## src/rsc_pkg.sv

```systemverilog
package rsc_pkg;

  // register indices (byte offset is index times four, from avs_address_i[5:2])
  localparam logic [3:0] RSC_IDX_CAUSE   = 4'h0;
  localparam logic [3:0] RSC_IDX_SWTRIG  = 4'h1;
  localparam logic [3:0] RSC_IDX_UNLOCK  = 4'h2;
  localparam logic [3:0] RSC_IDX_STATUS  = 4'h3;

  // cause flag bit positions
  localparam int RSC_BIT_POWERUP   = 0;
  localparam int RSC_BIT_BROWNOUT  = 1;
  localparam int RSC_BIT_PIN       = 2;
  localparam int RSC_BIT_WATCHDOG  = 3;
  localparam int RSC_BIT_SOFT      = 4;
  localparam int RSC_BIT_DEBUG     = 5;
  localparam int RSC_NUM_SRC       = 6;
  localparam int RSC_BIT_SOFTRST   = 0;

  // reset values and keys
  localparam logic [5:0] RSC_CAUSE_RST    = 6'h00;
  localparam logic [7:0] RSC_IO_KEY       = 8'hD8;
  localparam logic [2:0] RSC_UNLOCK_WIN   = 3'h4;
  localparam logic [1:0] RSC_PIN_ENABLED  = 2'h1;

  // timing
  localparam int RSC_CLK_MHZ        = 125;
  localparam int RSC_PIN_FILT_NS    = 2000;
  localparam int RSC_PIN_FILT_CYC   = (RSC_PIN_FILT_NS * RSC_CLK_MHZ + 999) / 1000;
  localparam int RSC_INIT_CYC       = 16;
  localparam int RSC_SUT_UNIT_CYC   = 1024;

  typedef enum logic [1:0] {
    RSC_ST_HOLD,
    RSC_ST_INIT,
    RSC_ST_CRC,
    RSC_ST_RUN
  } rsc_state_t;

  // fuse bundle
  typedef struct packed {
    logic [1:0] pin_function_field;
    logic       boot_crc_field;
    logic [2:0] startup_delay_field;
    logic [2:0] brownout_fuse;
  } rsc_fuse_t;

  // reset domain outputs
  typedef struct packed {
    logic brownout_cfg_rst;
    logic fuse_reload;
    logic debug_link_rst;
    logic volatile_rst;
  } rsc_domain_t;

endpackage

```

## src/rsc_reset_unit.sv

```systemverilog
`timescale 1ns/100ps
// Notes on behaviour
// - latch the causing source in cause flags
// - sources split into supply and user classes
// - hold reset while supply low, until init done
// - supply drop reasserts reset at once
// - brown-out holds reset until supply recovers
// - brown-out level comes from fuse only
// - pin reset only after filtered low time
// - pin acts only when fuse field enables
// - pin holds reset while low
// - watchdog timeout request causes reset
// - bit 0 write at index 1 resets
// - soft reset starts immediately after write
// - debug link reset only from supply resets
// - supply resets clear all domains
// - user resets spare brown-out cfg and debug
// - init after release, plus startup after supply
// - boot crc extends init until scan done
// - works in active and all sleep modes
// - unkeyed write is ignored, no reset
// - trigger register needs io unlock key
// - flags bits five to zero, upper zero
// - write one clears a flag
// - supply resets clear lower-priority flags
// - trigger bit always reads zero
// - program counter zero after any reset
module rsc_reset_unit
  import rsc_pkg::*;
#(
  parameter int SUT_UNIT_CYC = RSC_SUT_UNIT_CYC
) (
  // clock and bus-logic reset
  input  wire logic               clk_sys_i,
  input  wire logic               resetn_i,
  // avalon-mm slave
  input  wire logic [5:0]         avs_address_i,
  input  wire logic               avs_read_i,
  input  wire logic               avs_write_i,
  input  wire logic [31:0]        avs_writedata_i,
  input  wire logic [3:0]         avs_byteenable_i,
  output logic [31:0]             avs_readdata_o,
  output logic                    avs_waitrequest_o,
  // reset sources
  input  wire logic               powerup_low_i,
  input  wire logic               brownout_detect_i,
  input  wire logic               pin_resetn_i,
  input  wire logic               watchdog_timeout_i,
  input  wire logic               debug_link_req_i,
  input  wire logic               memory_crc_done_i,
  input  wire rsc_pkg::rsc_fuse_t fuse_i,
  // reset outputs
  output logic                    sys_reset_o,
  output rsc_pkg::rsc_domain_t    domain_o,
  output logic [2:0]              brownout_level_o,
  output logic                    memory_crc_start_o,
  output logic                    pc_clear_o
);

  import rsc_pkg::*;

  localparam logic [7:0] FILT_MAX = 8'(RSC_PIN_FILT_CYC);

  //////////////////////////////////////////////////////////////////////////
  // input synchronisers (pin and async detectors)
  logic [4:0] sync1_reg;
  logic [4:0] sync2_reg;
  logic [4:0] raw_in;
  assign raw_in = {debug_link_req_i, watchdog_timeout_i, ~pin_resetn_i,
                   brownout_detect_i, powerup_low_i};

  // two stages before any logic reads them
  always_ff @(posedge clk_sys_i) begin
    sync1_reg <= raw_in;
    sync2_reg <= sync1_reg;
  end

  logic por_s, bod_s, pin_low_s, wdt_s, dbg_s;
  assign por_s     = sync2_reg[0];
  assign bod_s     = sync2_reg[1];
  assign pin_low_s = sync2_reg[2];
  assign wdt_s     = sync2_reg[3];
  assign dbg_s     = sync2_reg[4];

  //////////////////////////////////////////////////////////////////////////
  // pin noise filter
  logic [7:0] filt_reg;
  logic       pin_req_reg;
  logic       pin_en;
  assign pin_en = (fuse_i.pin_function_field == RSC_PIN_ENABLED);

  // short low pulses restart the count and never reach the request
  always_ff @(posedge clk_sys_i) begin
    if (!resetn_i || !pin_low_s || !pin_en) begin
      filt_reg    <= 8'h00;
      pin_req_reg <= 1'b0;
    end else if (filt_reg < FILT_MAX) begin
      filt_reg <= filt_reg + 8'h01;
    end else begin
      pin_req_reg <= 1'b1;
    end
  end

  //////////////////////////////////////////////////////////////////////////
  // register bus: one-cycle answer via waitrequest
  logic       ack_reg;
  logic       bus_req;
  logic [3:0] idx;
  assign bus_req = (avs_read_i || avs_write_i) && !ack_reg;
  assign idx     = avs_address_i[5:2];
  assign avs_waitrequest_o = (avs_read_i || avs_write_i) && !ack_reg;

  always_ff @(posedge clk_sys_i) begin
    if (!resetn_i) begin
      ack_reg <= 1'b0;
    end else begin
      ack_reg <= bus_req;
    end
  end

  logic wr_hit;
  assign wr_hit = avs_write_i && ack_reg && avs_byteenable_i[0];

  //////////////////////////////////////////////////////////////////////////
  // change protection: key opens a short window
  logic [2:0] unlock_reg;
  logic       soft_req;
  logic       key_wr;
  assign key_wr   = wr_hit && (idx == RSC_IDX_UNLOCK) &&
                    (avs_writedata_i[7:0] == RSC_IO_KEY);
  // unkeyed trigger write is simply dropped
  assign soft_req = wr_hit && (idx == RSC_IDX_SWTRIG) && (unlock_reg != 3'h0) &&
                    avs_writedata_i[RSC_BIT_SOFTRST];

  // window counts clk_sys_i cycles as a stand-in for instructions
  always_ff @(posedge clk_sys_i) begin
    if (!resetn_i) begin
      unlock_reg <= 3'h0;
    end else if (key_wr) begin
      unlock_reg <= RSC_UNLOCK_WIN;
    end else if (wr_hit && idx == RSC_IDX_SWTRIG) begin
      unlock_reg <= 3'h0;
    end else if (unlock_reg != 3'h0) begin
      unlock_reg <= unlock_reg - 3'h1;
    end
  end

  //////////////////////////////////////////////////////////////////////////
  // source combination and classes
  logic supply_act, user_act, soft_hold_reg;
  assign supply_act = por_s || bod_s;
  assign user_act   = pin_req_reg || wdt_s || dbg_s || soft_hold_reg;

  // soft request captured at once, released after the next cycle
  always_ff @(posedge clk_sys_i) begin
    if (!resetn_i) begin
      soft_hold_reg <= 1'b0;
    end else begin
      soft_hold_reg <= soft_req;
    end
  end

  //////////////////////////////////////////////////////////////////////////
  // sequencer
  rsc_state_t state_reg;
  logic       supply_seen_reg;
  logic [15:0] cnt_reg;
  logic [15:0] init_len;
  assign init_len = 16'(RSC_INIT_CYC) +
                    (supply_seen_reg ? 16'(SUT_UNIT_CYC * fuse_i.startup_delay_field)
                                     : 16'h0000);

  // detector inputs win over any stage, so reset reasserts without delay
  always_ff @(posedge clk_sys_i) begin
    if (!resetn_i) begin
      state_reg       <= RSC_ST_HOLD;
      cnt_reg         <= 16'h0000;
      supply_seen_reg <= 1'b1;
    end else if (supply_act || user_act) begin
      state_reg <= RSC_ST_HOLD;
      cnt_reg   <= 16'h0000;
      if (supply_act) begin
        supply_seen_reg <= 1'b1;
      end
    end else begin
      unique case (state_reg)
        RSC_ST_HOLD: begin
          state_reg <= RSC_ST_INIT;
          cnt_reg   <= 16'h0000;
        end
        RSC_ST_INIT: begin
          if (cnt_reg >= init_len) begin
            state_reg <= fuse_i.boot_crc_field ? RSC_ST_CRC : RSC_ST_RUN;
            supply_seen_reg <= 1'b0;
          end else begin
            cnt_reg <= cnt_reg + 16'h0001;
          end
        end
        RSC_ST_CRC: begin
          if (memory_crc_done_i) begin
            state_reg <= RSC_ST_RUN;
          end
        end
        RSC_ST_RUN: begin
          state_reg <= RSC_ST_RUN;
        end
      endcase
    end
  end

  logic in_reset;
  assign in_reset = supply_act || user_act || (state_reg != RSC_ST_RUN);

  // release is registered on clk_sys_i
  always_ff @(posedge clk_sys_i) begin
    if (!resetn_i) begin
      sys_reset_o        <= 1'b1;
      domain_o           <= 4'hF;
      memory_crc_start_o <= 1'b0;
      pc_clear_o         <= 1'b1;
    end else begin
      sys_reset_o                  <= in_reset;
      pc_clear_o                   <= in_reset;
      domain_o.volatile_rst        <= in_reset;
      // a source arriving during the scan must still reload the fuses
      domain_o.fuse_reload         <= in_reset && (state_reg != RSC_ST_CRC ||
                                                   supply_act || user_act);
      domain_o.brownout_cfg_rst    <= supply_act;
      domain_o.debug_link_rst      <= supply_act;
      memory_crc_start_o           <= (state_reg == RSC_ST_CRC) && !supply_act && !user_act;
    end
  end

  assign brownout_level_o = fuse_i.brownout_fuse;

  //////////////////////////////////////////////////////////////////////////
  // cause flags: set wins over clear
  logic [5:0] cause_reg;
  logic [5:0] cause_set;
  logic [5:0] cause_clr;
  logic       rst_edge;
  logic       prev_rst_reg;
  assign rst_edge = in_reset && !prev_rst_reg;

  always_ff @(posedge clk_sys_i) begin
    if (!resetn_i) begin
      prev_rst_reg <= 1'b0;
    end else begin
      prev_rst_reg <= in_reset;
    end
  end

  assign cause_set = {dbg_s, soft_hold_reg, wdt_s, pin_req_reg, bod_s, por_s};
  assign cause_clr = (wr_hit && idx == RSC_IDX_CAUSE) ? avs_writedata_i[5:0]
                                                       : 6'h00;

  always_ff @(posedge clk_sys_i) begin
    if (!resetn_i) begin
      cause_reg <= RSC_CAUSE_RST;
    end else if (por_s) begin
      cause_reg <= 6'h01;
    end else if (bod_s) begin
      cause_reg <= (cause_reg & 6'h01) | 6'h02;
    end else begin
      cause_reg <= (cause_reg & ~cause_clr) | cause_set;
    end
  end

  //////////////////////////////////////////////////////////////////////////
  // read data
  always_ff @(posedge clk_sys_i) begin
    if (!resetn_i) begin
      avs_readdata_o <= 32'h0000_0000;
    end else if (bus_req && avs_read_i) begin
      unique case (idx)
        RSC_IDX_CAUSE:  avs_readdata_o <= {26'h0, cause_reg};
        RSC_IDX_SWTRIG: avs_readdata_o <= 32'h0000_0000;
        RSC_IDX_STATUS: avs_readdata_o <= {29'h0, (unlock_reg != 3'h0), state_reg};
        default:        avs_readdata_o <= 32'h0000_0000;
      endcase
    end
  end

endmodule

```

## config.mk

```make
export PLATFORM = sky130hd
export DESIGN_NAME = rsc_reset_unit
export DESIGN_NICKNAME = d
export VERILOG_FILES = /design/src/rsc_pkg.sv /design/src/rsc_reset_unit.sv
export SDC_FILE = /design/constraint.sdc
export NUM_CORES = 1
export LEC_CHECK = 0
export ABC_AREA = 1
export BUFFER_PORTS_ARGS = -buffer_cell sky130_fd_sc_hd__buf_2
export CAP_MARGIN = 20
export CORE_MARGIN = 2
export CORE_UTILIZATION = 50
export DETAILED_ROUTE_END_ITERATION = 10
export PLACE_DENSITY_LB_ADDON = 0.15
export SETUP_SLACK_MARGIN = 0.3
export SLEW_MARGIN = 20
export SYNTH_ARGS = -nofsm -noshare
export SYNTH_HDL_FRONTEND = slang
export SYNTH_SLANG_ARGS = --single-unit
```

## constraint.sdc

```tcl
create_clock -name clk_sys_i -period 1.78 [get_ports clk_sys_i]
set_input_delay 0.089 -clock clk_sys_i [delete_from_list [all_inputs] [get_ports clk_sys_i]]
set_output_delay 0.089 -clock clk_sys_i [all_outputs]
set_load 0.02 [all_outputs]
```

==> run metrics <==
endpoints failing setup 0; first-pass iteration count of the detailed router 4; CTS sink cnt 59; Setup Skew 5.056 ps; die height 80.69 um; CP required 2050 ps; Clk pwr share 41.3%; Min-Delay Path Class in2reg; CP Class reg2reg; DR vias ~2700; capturing point of the worst reg2reg path state_reg[0]; internal power between 2000 and 2500 uW; dominant cell type by area after synthesis dfxtp_1; row cnt 27; RSZ-0062 raised after global routing yes; DR iter-0 viols 145; Power Density 828.4 nW/um^2; I/O Buffers 42; Avg Cell Area, Syn ~7.3 sq um; Final WS setup 112.9 ps; Combinational Power Share 11.8%; synthesis-stage register bit count 59; CP Launch Type flop; Reg power frac 46.9%; Switching Power 784.7 uW; synth top area cells dfxtp_1 40%, nand2_1 10%, buf_4 8.2%, inv_1 5.9%, nor2_1 5.9%; FF-to-FF setup slack 110 ps; Final Cycle Share between 90 and 100%; NumNets Final 532; Hold Path Depth 4; run status finished clean; Slew Viols, Final 0; Highest Clock Rate 0.5998 GHz; RD Place Congestion 0.8505; dpl cells 511; total gr overflow 0; Netlist cell types 32; initial core utilization 52.43%; wire per inst 11.79 um; Total GRT Usage between 20% and 30%; Post-synth top flop dfxtp_1; Clock Latency Late Sink 340 ps; Synth Cell Area about 2900 sq um; max reg flops 16; first-pass GRT wire length 10840 um; switch share 26.37%; post-route ant nets 0; vias per inst 4.930; initial antenna violation count 0; reg2reg path depth 11; fin crit period roughly 1700 ps; total negative setup slack 0 ps; WL final 6368 um; H-Tree Depth 3; IO Count 104; Root Driver clkbuf_8; Num CTS Buffers 9; vias in the first global route 2442; Leak 0.001483 uW; Post-synth ARST share 0%; Layout Cells excl Fill 540; antenna diode count 0; Worst-path clk slew 60 ps; CTS tree yes; RR Startpoint supply_seen_reg; Area growth syn-to-layout 22.17%; most common cell in the netlist nand2_1; synth warn 0; drc violations 0; CTS max path bufs 2; Crit Path Max Fanout 6; CP Data Arrival Time 1940 ps; layout cell share with drive strength beyond 1 25.64%; Total Power between 2000 and 3000 uW; pin count of the biggest net entering global routing 12; register area share after synthesis between 40% and 50%; final hold vios 0; Synth top cells by count 80 x nand2_1, 59 x dfxtp_1, 46 x inv_1, 46 x nor2_1, 32 x buf_4; Gate Count Post-Synth between 400 and 500; crit path launch supply_seen_reg; die area about 6500 sq um; die width between 80 and 90 um; Post-synth EDFFs 0; max cap viols 0; VDD IR max roughly 0.52 mV; post-DP HPWL 4501 um; hold endpoint cause_reg[5]; Synth top area share between 40 and 50%; Hold Startpoint avs_writedata_i[5]; Post-Place Setup Slack about 14 ps; Crit. End Element flop; core area 5608 sq um
[area by class of cell]
cell class                      count  area, sq um
Clock buffer                       11        141.4
Multi-Input combinational cell    280         1525
Fill cell                         513         2016
Clock inverter                      5        62.56
Inverter                           51        196.4
Sequential cell                    59         1185
Timing Repair Buffer               62        391.6
Tap cell                           72        90.09
[power by group through the flow]
stage	clock network, uW	logic (uW)	registers [uW]
finish	1230	351	1400
CTS	1250	342	1390
global placement	0	310	1420
global route	1320	404	1400
floorplan	0	292	1420
detailed placement	0	317	1420
[cell families (layout without fill, tap and decap cells)]
kind of cell	count (synthesis)	count (layout)	synth area share [%]
simple gates	189	189	29.57
compound gates	51	51	9.192
xor+xnor	6	6	1.787
flops	59	59	40.17
fa+ha+maj	8	8	3.404
other cells	1	26	0.1275
buf+inv	88	129	15.74
[worst max-delay path by stage]
stage | endpoint | slack, ps | cells past startpoint
2_1_floorplan | cnt_reg[11] | 300 | 9
3_3_place_gp | cnt_reg[4] | 70 | 12
3_5_place_dp | cnt_reg[6] | 10 | 11
4_1_cts | cnt_reg[6] | 150 | 9
5_1_grt | cnt_reg[4] | 30 | 12
6_report | state_reg[0] | 110 | 11
[per-layer routing]
metal	global-route usage, %	vias up	wire [um]
li1	-	1358	-
met1	27.56	1210	2909
met2	34.58	81	2967
met3	5.730	13	373
met4	8.814	0	118
met5	0	-	0
[critical path, stage by stage (launching register included)]
cell	delay, ps
dfxtp_4	390
nand2_4	60
ha_4	250
nand2_4	90
inv_2	40
nand2_2	50
nand2_2	50
nand2_2	100
nand4_4	180
buf_4	200
buf_6	100
a21oi_2	90
[cells in the final DEF, fill, tap and decap left out, types with 10 or more instances in the layout]
cell type   n
nand2_1    71
dfxtp_1    58
inv_1      45
nor2_1     42
buf_2      42
conb_1     26
a21oi_1    24
nand3_1    22
o21ai_0    12
buf_4      12
nand2_2    11
clkbuf_8   10
[stage by stage]
step / area, sq um / utilization, % / hold WS (ps)
floorplan: 3052 / - / 116.7
global placement: 3146 / 56.09 / 178.1
detailed placement: 3146 / 56.09 / 178.1
CTS: 3507 / 62.54 / 32.36
global route: 3592 / 64.06 / 35.49
finish: 3592 / 64.06 / 48.18
[what timing repair did]
item / in CTS / in global routing
gates resized for setup: 19 / 17
setup endpoints to repair: 18 / 28
endpoints found under the hold margin: 6 / 0
pin swaps: 4 / 7
hold buffers: 6 / 0
setup buffers: 4 / 3
(Power assumes the default switching activity.)
